$ cat src/logic/doeu_cfg.svh
// doeu_cfg.svh: timing and layout constants of the discrete output unit
// assumes inclusion by the package and the design file only
`ifndef DOEU_CFG_SVH
`define DOEU_CFG_SVH
`define DOEU_CLK_HZ        50000000
`define DOEU_OUT_NUM       32
`define DOEU_IN_NUM        32
`define DOEU_FLAG_NUM      16
`define DOEU_BANK_W        8
`define DOEU_FPS_X1000_2997 29970
`define DOEU_FPS_X1000_30   30000
`define DOEU_FPS_X1000_23976 23976
`define DOEU_FPS_X1000_24   24000
`define DOEU_FPS_X1000_25   25000
`define DOEU_MAX_FRAMES    255
`endif

$ cat src/logic/doeu_pkg.sv
// doeu_pkg: types shared by the discrete output unit
// assumes doeu_cfg.svh is on the include path
`include "doeu_cfg.svh"
package doeu_pkg;
   typedef enum logic [3:0] {
      DOEU_OP_NONE, DOEU_OP_ON, DOEU_OP_OFF, DOEU_OP_TOGGLE,
      DOEU_OP_BLINK, DOEU_OP_PULSE, DOEU_OP_BANK_WR, DOEU_OP_BANK_RD,
      DOEU_OP_FLAG_ON, DOEU_OP_FLAG_OFF, DOEU_OP_FLAG_TOG
   } doeu_op_t;
   typedef enum logic [2:0] {
      DOEU_FPS_2997, DOEU_FPS_30, DOEU_FPS_23976, DOEU_FPS_24, DOEU_FPS_25
   } doeu_fps_t;
   typedef enum {DOEU_ST_STEADY, DOEU_ST_BLINK, DOEU_ST_PULSE} doeu_mode_t;
   typedef struct packed {
      doeu_op_t   op;
      logic [4:0] index;
      logic [1:0] bank;
      logic [7:0] frames;
      logic [7:0] value;
   } doeu_cmd_t;
endpackage : doeu_pkg

$ cat src/logic/doeu_unit.sv
// doeu_unit: executes discrete output and flag commands
// assumes one command per valid cycle from the sequence engine,
// synchronous inputs and a free running 50 MHz clock
`timescale 1ns/1ps
`include "doeu_cfg.svh"
module doeu_unit
   import doeu_pkg::*;
#(
   parameter int OUT_NUM  = `DOEU_OUT_NUM,
   parameter int IN_NUM   = `DOEU_IN_NUM,
   parameter int FLAG_NUM = `DOEU_FLAG_NUM
) (
   input  wire logic              clk_i,
   input  wire logic              srst_i,
   input  wire logic              cmd_valid_i,
   input  wire doeu_cmd_t         cmd_i,
   input  wire doeu_fps_t         fps_i,
   input  wire logic [IN_NUM-1:0] inputs_i,
   output logic [OUT_NUM-1:0]     outputs_o,
   output logic [FLAG_NUM-1:0]    flags_o,
   output logic [7:0]             rd_data_o,
   output logic                   rd_valid_o,
   output logic                   frame_tick_o
);
   initial begin
      if (OUT_NUM != 32 || IN_NUM != 32 || FLAG_NUM < 1 || FLAG_NUM > 32)
         $error("doeu_unit: unsupported sizes");
   end

   // clocks per frame, scaled by 1000 for fractional rates
   localparam longint CLK_X1000 = longint'(`DOEU_CLK_HZ) * 1000;
   localparam logic [21:0] DIV_2997  = 22'(CLK_X1000 / `DOEU_FPS_X1000_2997);
   localparam logic [21:0] DIV_30    = 22'(CLK_X1000 / `DOEU_FPS_X1000_30);
   localparam logic [21:0] DIV_23976 = 22'(CLK_X1000 / `DOEU_FPS_X1000_23976);
   localparam logic [21:0] DIV_24    = 22'(CLK_X1000 / `DOEU_FPS_X1000_24);
   localparam logic [21:0] DIV_25    = 22'(CLK_X1000 / `DOEU_FPS_X1000_25);

   wire logic [21:0] frame_div =
      (fps_i == DOEU_FPS_2997)  ? DIV_2997  :
      (fps_i == DOEU_FPS_30)    ? DIV_30    :
      (fps_i == DOEU_FPS_23976) ? DIV_23976 :
      (fps_i == DOEU_FPS_24)    ? DIV_24    : DIV_25;

   logic [21:0] div_cnt_r;
   wire logic   tick = (div_cnt_r >= frame_div - 22'h1);

   // one frame tick shared by all timers
   always_ff @(posedge clk_i) begin
      if (srst_i || tick) div_cnt_r <= 22'h0;
      else                div_cnt_r <= div_cnt_r + 22'h1;
   end
   assign frame_tick_o = tick;

   // command decode
   wire logic       is_cmd   = cmd_valid_i;
   wire logic [4:0] bank_lo  = {cmd_i.bank, 3'h0};
   wire logic [7:0] frames_c = (cmd_i.frames == 8'h0) ? 8'h1 : cmd_i.frames;

   doeu_mode_t  mode_r   [OUT_NUM];
   logic [7:0]  period_r [OUT_NUM];
   logic [7:0]  cnt_r    [OUT_NUM];
   logic [OUT_NUM-1:0] out_r;

   genvar g;
   generate
      for (g = 0; g < OUT_NUM; g++) begin : g_out
         wire logic hit  = is_cmd && (cmd_i.index == 5'(g));
         wire logic bhit = is_cmd && (cmd_i.op == DOEU_OP_BANK_WR) &&
                           (bank_lo == 5'(g & ~7));
         wire logic expire = tick && (cnt_r[g] <= 8'h1);
         always_ff @(posedge clk_i) begin
            if (srst_i) begin
               out_r[g]    <= 1'b0;
               mode_r[g]   <= DOEU_ST_STEADY;
               period_r[g] <= 8'h0;
               cnt_r[g]    <= 8'h0;
            end else if (bhit) begin
               // byte bit g%8 to output; cancels timing
               out_r[g]  <= cmd_i.value[g % 8];
               mode_r[g] <= DOEU_ST_STEADY;
            end else if (hit && cmd_i.op == DOEU_OP_ON) begin
               out_r[g]  <= 1'b1;
               mode_r[g] <= DOEU_ST_STEADY;
            end else if (hit && cmd_i.op == DOEU_OP_OFF) begin
               out_r[g]  <= 1'b0;
               mode_r[g] <= DOEU_ST_STEADY;
            end else if (hit && cmd_i.op == DOEU_OP_TOGGLE) begin
               out_r[g]  <= ~out_r[g];
               mode_r[g] <= DOEU_ST_STEADY;
            end else if (hit && cmd_i.op == DOEU_OP_BLINK) begin
               out_r[g]    <= ~out_r[g];
               mode_r[g]   <= DOEU_ST_BLINK;
               period_r[g] <= frames_c;
               cnt_r[g]    <= frames_c;
            end else if (hit && cmd_i.op == DOEU_OP_PULSE) begin
               // invert for the pulse, restore later
               out_r[g]  <= ~out_r[g];
               mode_r[g] <= DOEU_ST_PULSE;
               cnt_r[g]  <= frames_c;
            end else begin
               case (mode_r[g])
                  DOEU_ST_BLINK: begin
                     if (expire) begin
                        out_r[g] <= ~out_r[g];
                        cnt_r[g] <= period_r[g];
                     end else if (tick) cnt_r[g] <= cnt_r[g] - 8'h1;
                  end
                  DOEU_ST_PULSE: begin
                     if (expire) begin
                        out_r[g]  <= ~out_r[g];
                        mode_r[g] <= DOEU_ST_STEADY;
                     end else if (tick) cnt_r[g] <= cnt_r[g] - 8'h1;
                  end
                  DOEU_ST_STEADY: ;
                  default: mode_r[g] <= DOEU_ST_STEADY;
               endcase
            end
         end
      end
   endgenerate
   assign outputs_o = out_r;

   logic [FLAG_NUM-1:0] flag_r;
   wire logic [FLAG_NUM-1:0] flag_sel =
      FLAG_NUM'({{(32-1){1'b0}}, 1'b1} << cmd_i.index);
   always_ff @(posedge clk_i) begin
      if (srst_i) flag_r <= '0;
      else if (is_cmd && cmd_i.op == DOEU_OP_FLAG_ON)  flag_r <= flag_r | flag_sel;
      else if (is_cmd && cmd_i.op == DOEU_OP_FLAG_OFF) flag_r <= flag_r & ~flag_sel;
      else if (is_cmd && cmd_i.op == DOEU_OP_FLAG_TOG) flag_r <= flag_r ^ flag_sel;
   end
   assign flags_o = flag_r;

   // bank read, lowest input in LSB
   wire logic [7:0] rd_byte = inputs_i[bank_lo +: 8];
   wire logic       rd_go   = is_cmd && cmd_i.op == DOEU_OP_BANK_RD;
   always_ff @(posedge clk_i) begin
      if (srst_i) begin
         rd_data_o  <= 8'h0;
         rd_valid_o <= 1'b0;
      end else begin
         rd_valid_o <= rd_go;
         if (rd_go) rd_data_o <= rd_byte;
      end
   end

   // on command drives output next cycle
   out_on_a: assert property (@(posedge clk_i) disable iff (srst_i)
      cmd_valid_i && cmd_i.op == DOEU_OP_ON |=> outputs_o[$past(cmd_i.index)])
      else $error("on did not drive output");
   out_toggle_a: assert property (@(posedge clk_i) disable iff (srst_i)
      cmd_valid_i && cmd_i.op == DOEU_OP_TOGGLE |=>
      outputs_o[$past(cmd_i.index)] != $past(outputs_o[cmd_i.index]))
      else $error("toggle did not invert");
   bank_read_a: assert property (@(posedge clk_i) disable iff (srst_i)
      cmd_valid_i && cmd_i.op == DOEU_OP_BANK_RD |=>
      rd_valid_o && rd_data_o == $past(rd_byte))
      else $error("bank read mismatch");
   bank_write_a: assert property (@(posedge clk_i) disable iff (srst_i)
      cmd_valid_i && cmd_i.op == DOEU_OP_BANK_WR |=>
      outputs_o[$past(bank_lo) +: 8] == $past(cmd_i.value))
      else $error("bank write mismatch");
   // flag on sets flag
   // flag indices of FLAG_NUM and up are ignored, so they are left out here
   flag_on_a: assert property (@(posedge clk_i) disable iff (srst_i)
      cmd_valid_i && cmd_i.op == DOEU_OP_FLAG_ON && flag_sel != '0 |=>
      (flags_o & $past(flag_sel)) != '0)
      else $error("flag not set");
   flag_off_a: assert property (@(posedge clk_i) disable iff (srst_i)
      cmd_valid_i && cmd_i.op == DOEU_OP_FLAG_OFF |=>
      (flags_o & $past(flag_sel)) == '0)
      else $error("flag not cleared");
   tick_gap_a: assert property (@(posedge clk_i) disable iff (srst_i)
      tick |=> !tick)
      else $error("frame tick too frequent");
   out_off_a: assert property (@(posedge clk_i) disable iff (srst_i)
      cmd_valid_i && cmd_i.op == DOEU_OP_OFF |=> !outputs_o[$past(cmd_i.index)])
      else $error("off did not clear output");
   flag_tog_a: assert property (@(posedge clk_i) disable iff (srst_i)
      cmd_valid_i && cmd_i.op == DOEU_OP_FLAG_TOG |=>
      (flags_o & $past(flag_sel)) == (~$past(flags_o) & $past(flag_sel)))
      else $error("flag toggle did not invert");
   blink_cancel_a: assert property (@(posedge clk_i) disable iff (srst_i)
      cmd_valid_i && cmd_i.op == DOEU_OP_ON |=>
      mode_r[$past(cmd_i.index)] == DOEU_ST_STEADY)
      else $error("blink not cancelled");
   // pulse starts with the opposite level
   pulse_start_a: assert property (@(posedge clk_i) disable iff (srst_i)
      cmd_valid_i && cmd_i.op == DOEU_OP_PULSE |=>
      outputs_o[$past(cmd_i.index)] != $past(outputs_o[cmd_i.index]))
      else $error("pulse did not invert output");
endmodule : doeu_unit

$ cat config.mk
export PLATFORM = sky130hd
export DESIGN_NAME = doeu_unit
export DESIGN_NICKNAME = d
export VERILOG_FILES = /design/src/logic/doeu_pkg.sv /design/src/logic/doeu_unit.sv
export VERILOG_INCLUDE_DIRS = /design/src /design/src/logic
export SDC_FILE = /design/constraint.sdc
export NUM_CORES = 2
export LEC_CHECK = 0
export ABC_AREA = 1
export BUFFER_PORTS_ARGS = -buffer_cell sky130_fd_sc_hd__buf_4
export CORE_AREA = 2 2 417 212
export DETAILED_ROUTE_END_ITERATION = 10
export DIE_AREA = 0 0 419 214
export SYNTH_ARGS = -nofsm -noshare
export SYNTH_HDL_FRONTEND = slang
export SYNTH_SLANG_ARGS = --single-unit
$ cat constraint.sdc
create_clock -name clk_i -period 5.6 [get_ports clk_i]
set_input_delay 1.12 -clock clk_i [delete_from_list [all_inputs] [get_ports clk_i]]
set_output_delay 1.12 -clock clk_i [all_outputs]
set_load 0.03 [all_outputs]
# After elaboration in Yosys (flattened, before gate mapping)
# Memories as Yosys holds them, arrays and structs flattened.
# Index checks and enable logic that the tools add are counted.
dict set report word_totals {
  elab_cells 4325
  out_inout_bits 58
  mem_bits_rw 576
  n_memories 3
  register_bits 79
  latchBits 0
  inputBits 65
  mem_bits_ro 0
}
dict set report classes {
  order_cmp 33
  n_eq_ne 111
  n_reduce_logical 431
  mux 3191
  mul 0
  bitwise_logic 484
  shift 2
  add_sub_neg 34
  n_div 0
}
# memory depth word_bits rd rd_clocked_by_memory_dff wr line_no
set mem_list {}
lappend mem_list {cnt_r 32 8 32 0 32 doeu_unit.sv:61} ;# logic [7:0] cnt_r [OUT_NUM];
lappend mem_list {period_r 32 8 32 0 32 doeu_unit.sv:60} ;# logic [7:0] period_r [OUT_NUM];
lappend mem_list {mode_r 32 2 32 0 32 doeu_unit.sv:59} ;# doeu_mode_t mode_r [OUT_NUM];
# operator count
set ops {}
lappend ops {{two-way mux 1 bit} 2735}
lappend ops {{two-way mux 8 bit} 193}
lappend ops {{equality test 32 x 1 -> 1 bit (second input constant)} 32}
lappend ops {{equality test 32 x 2 -> 1 bit (second input constant)} 32}
lappend ops {{logical NOT 32 bit} 32}
lappend ops {{two-way mux 2 bit} 256}
lappend ops {{bitwise OR 1 bit} 448}
lappend ops {{nonzero test 7 bit} 64}
lappend ops {{<= comparator 8 x 1 -> 1 bit (second input constant)} 32}
lappend ops {{subtractor 8 x 1 -> 8 bit (second input constant)} 32}
lappend ops {{logical AND 1 bit} 233}
lappend ops {{OR reduction 3 bit} 32}
lappend ops {{equality test 5 bit (second input constant)} 16}
lappend ops {{AND reduction 2 bit} 32}
lappend ops {{OR reduction 2 bit} 32}
lappend ops {{two-way mux 16 bit} 3}
lappend ops {{equality test 5 x 4 -> 1 bit (second input constant)} 8}
lappend ops {{two-way mux 19 bit} 2}
lappend ops {{two-way mux 17 bit} 2}
lappend ops {{inverter 1 bit} 32}
lappend ops {{variable part select 32 x 6 -> 8 bit} 1}
lappend ops {{adder 22 x 1 -> 22 bit (second input constant)} 1}
lappend ops {{greater-or-equal comparator 22 bit} 1}
lappend ops {{subtractor 21 x 1 -> 22 bit (second input constant)} 1}
lappend ops {{other kinds (21)} 34}

# Longest topological paths before layout
dict set report logic_depth {
  word_depth 21
  mapped_depth 26
  depth_no_buf 25
}

# Least setup slack after synthesis
# No wires, ideal clock.
dict set report synth_timing {
  path_kind {input-to-output}
  startpoint {in fps_i[0]}
  endpoint {out frame_tick_o}
  path_buffers 3
  stages 18
  required_time_ps 4480
  setup_slack_ps 1007
  arrival_time_ps 3473
  path_cell_list {inv_1 > o21ai_0 > inv_1 > nor2_1 > inv_1 > nand2_1 > inv_1 > ha_1 > ha_1 > nand2_1 > o21ai_0 > nand2_1 > nand2_1 > nand2_1 > nand3_1 > buf_2 > buf_2 > buf_2}
}
dict set report synth_via {
  elab_chain_len 7
  word_cells_on_any_way 10
  classes_between {1 x add/sub; 1 x order compare; 3 x eq/ne; 4 x mux; 1 x reduce/logical}
}
# element line_no
set synth_lines {}
lappend synth_lines {{start, declared} doeu_unit.sv:17} ;# input wire doeu_fps_t fps_i,
lappend synth_lines {{equality test 3 x 2 -> 1 bit} doeu_unit.sv:42} ;# (fps_i == DOEU_FPS_24) ? DIV_24 : DIV_25;
lappend synth_lines {{two-way mux 17 bit} doeu_unit.sv:42}
lappend synth_lines {{two-way mux 17 bit} doeu_unit.sv:41} ;# (fps_i == DOEU_FPS_23976) ? DIV_23976 :
lappend synth_lines {{two-way mux 19 bit} doeu_unit.sv:40} ;# (fps_i == DOEU_FPS_30) ? DIV_30 :
lappend synth_lines {{two-way mux 19 bit *} doeu_unit.sv:39} ;# (fps_i == DOEU_FPS_2997) ? DIV_2997 :
lappend synth_lines {{subtractor 21 x 1 -> 22 bit *} doeu_unit.sv:45} ;# wire logic tick = (div_cnt_r >= frame_div - 22'h1);
lappend synth_lines {{greater-or-equal comparator 22 bit *} doeu_unit.sv:45}
lappend synth_lines {{end, declared} doeu_unit.sv:23} ;# output logic frame_tick_o
# Every way passes the cells marked *; elsewhere a longest branch is shown, timed or not.

# Final worst setup path
# Ends and elaborated chain as after synthesis.

==> impl_metrics.json <==
{
  "pin_count": 123,
  "synth-async-reset-ratio": 0,
  "path_class": "in2out",
  "nets": 5046,
  "cts_resized": 0,
  "drv_cap": 0,
  "dieWidth_um": 419,
  "cp_max_fo": 21,
  "ir_drop_mv": 0.204,
  "dp_hpwl_um": 80400,
  "critPathLaunchType": "input pin",
  "min_path_type": "reg2reg",
  "grt_max_degree": 48,
  "antenna_found_initial": 3,
  "finalCritPeriodShare": 0.892,
  "period_needed_ns": 4.99,
  "rows": 76,
  "r2r_cells": 12,
  "vias": 32617,
  "holdBufCountCts": 0,
  "postCtsSetupRepairBufs": 0,
  "ys_types": 56,
  "avgViaCountPerCell": 5.45,
  "layout.cells.most_common": "nand2_1",
  "cp-end-kind": "primary output",
  "synth.area.top_cells": "edfxtp_1 44%, nand2_1 9.0%, nor2_1 8.0%",
  "power_leakage_uw": 0.0180,
  "synth_largest_area_cell": "edfxtp_1",
  "grt_use_total": 0.257,
  "finalWirelength_um": 116000,
  "cts.sinks": 655,
  "layout_common_cells": "950 x nand2_1, 834 x nor2_1, 576 x edfxtp_1",
  "place.port_buffers": 122,
  "die_area_um2": 89700,
  "clkTransAtPathRegs_ns": 0.06,
  "synth_area_um2": 39400,
  "drtAntennaViolNets": 0,
  "yosysWarnings": 0,
  "grt_overflow": 0,
  "maxSlewViolCount": 0,
  "timing.hold.ws_ns": 0.474,
  "ctsRootBufferMaster": "clkbuf_16",
  "worst-slew-pin-transition_ns": 1.05,
  "pwr_density_cell_nw_per_um2": 252,
  "core-area_um2": 85700,
  "synth-seq-area-share": 0.479,
  "synth_top_area_frac": 0.439,
  "synth_fp_nets": 4934,
  "rsz0062_at_grt": "false",
  "worstSkewPairLatency_ns": 0.66,
  "cts.path.max_buffers": 3,
  "tritoncts": "built",
  "wl_per_cell_um": 19.3,
  "fmax_mhz": 200,
  "post-route-drc-count": 0,
  "finalHoldViolCount": 0,
  "drive_gt1_frac": 0.0872,
  "syn_avg_cell_area_um2": 8.47,
  "ys.flop_type": "edfxtp_1",
  "fillerInstances": 7881,
  "h-tree-depth": 3,
  "numCtsBuffers": 68,
  "start_util": 0.460,
  "die_h_um": 214,
  "worst_slew_margin_rel": 0.294,
  "finClkSkew_ns": 0.0264,
  "ys_ff_latch": 655,
  "drt_iter0_drc": 3246,
  "area_delta_synth_final_pct": 11.1,
  "grt_pass1_wl_um": 179000,
  "setup_violations": 0,
  "cp.arrival_ns": 3.87,
  "grt_pass1_vias": 31210,
  "place_congestion": 0.925,
  "synth_edf_count": 576,
  "tns_ns": 0,
  "syn_inst": 4653,
  "required_ns": 4.48,
  "holdPathStages": 1,
  "firstDrtPassIters": 5,
  "status": "complete, no violations"
}
## where the power goes
part	leakage (uW)	internal (uW)	total [uW]	switching [uW]
clock network	0.00102	2460	4460	2000
registers	0.00619	5520	5660	133
logic	0.0108	256	911	655
total	0.0180	8240	11000	2790
## per-stage QoR
stage / util / area (um2) / power, uW / std cells / setup slack (ns)
floorplan: - / 39400 / 6280 / 4653 / 1.01
global placement: 0.486 / 41700 / 6630 / 5865 / 0.535
detailed placement: 0.486 / 41700 / 6650 / 5865 / 0.438
CTS: 0.511 / 43800 / 11100 / 5989 / 0.569
global route: 0.511 / 43800 / 11400 / 5989 / 0.324
finish: 0.511 / 43800 / 11000 / 5990 / 0.605
## final timing paths
path	startpoint	end	slack [ns]
min reg2reg	div_cnt_r[0]	div_cnt_r[0]	0.47
max	fps_i[0]	frame_tick_o	0.61
max reg2reg	div_cnt_r[4]	cnt_r[0][59]	2.22
min	div_cnt_r[0]	div_cnt_r[0]	0.47
## routing by layer
metal | vias to the layer above | GRT usage | share of wire
met1 | 15428 | 0.366 | 0.45
li1 | 15835 | - | -
met5 | - | 0 | 0.000086
met2 | 1148 | 0.394 | 0.44
met3 | 204 | 0.0523 | 0.085
met4 | 2 | 0.0770 | 0.029
## Yosys cell counts (16+ instances only)
cell type / number
nand2_1: 950
nor2_2: 34
o21ai_0: 164
or2_2: 34
buf_1: 16
xnor2_1: 68
xor2_1: 98
a32o_1: 16
nor2_1: 836
buf_2: 26
a31oi_1: 20
a21oi_1: 112
inv_1: 480
nor3_1: 35
o22ai_1: 17
and2_1: 16
dfxtp_1: 79
nor4_1: 36
nand3b_1: 37
a22oi_1: 23
edfxtp_1: 576
o211ai_1: 98
nand2_2: 17
nand4_1: 83
nand3_1: 326
nor2_4: 16
ha_1: 216
clkbuf_1: 80
## state kept, by name, summed over array words and instances, names as in the netlist
| signal | flops |
|---|---|
| flags_o | 16 |
| cnt_r | 256 |
| outputs_o | 32 |
| period_r | 256 |
| div_cnt_r | 22 |
| mode_r | 64 |
| rd_valid_o | 1 |
| rd_data_o | 8 |
## logic make-up after synthesis
| group | share of synthesized area |
|---|---|
| buf+inv | 0.0635 |
| fa+ha+maj | 0.0686 |
| other cells | 0.0000951 |
| simple gates | 0.271 |
| compound gates | 0.0810 |
| xor+xnor | 0.0369 |
| flops | 0.479 |
## critical path, cell delays in order
cell and delay (ns):
buf_4 0.09, inv_1 0.05, o21ai_0 0.30, inv_1 0.11, nor2_1 0.13, inv_1 0.05, nand2_1 0.07, inv_1 0.08
ha_1 0.30, ha_1 0.30, inv_1 0.06, o21bai_1 0.05, a21oi_1 0.13, nand2_1 0.07, nand2_1 0.12, nand3_4 0.42
buf_4 0.37
## area by class of cell
cell class | count | area [um2] | area share
diodes | 1 | 2.50 | 0.0000571
flip-flops and latches | 655 | 18900 | 0.431
clock buffers | 91 | 1870 | 0.0427
repair buffers | 176 | 1350 | 0.0307
well taps | 1170 | 1460 | 0.0334
inverters | 507 | 1910 | 0.0436
clock inverters | 33 | 251 | 0.00574
multi-input cells | 3357 | 18100 | 0.413
Note: power is estimated with default switching activity, not from simulation.
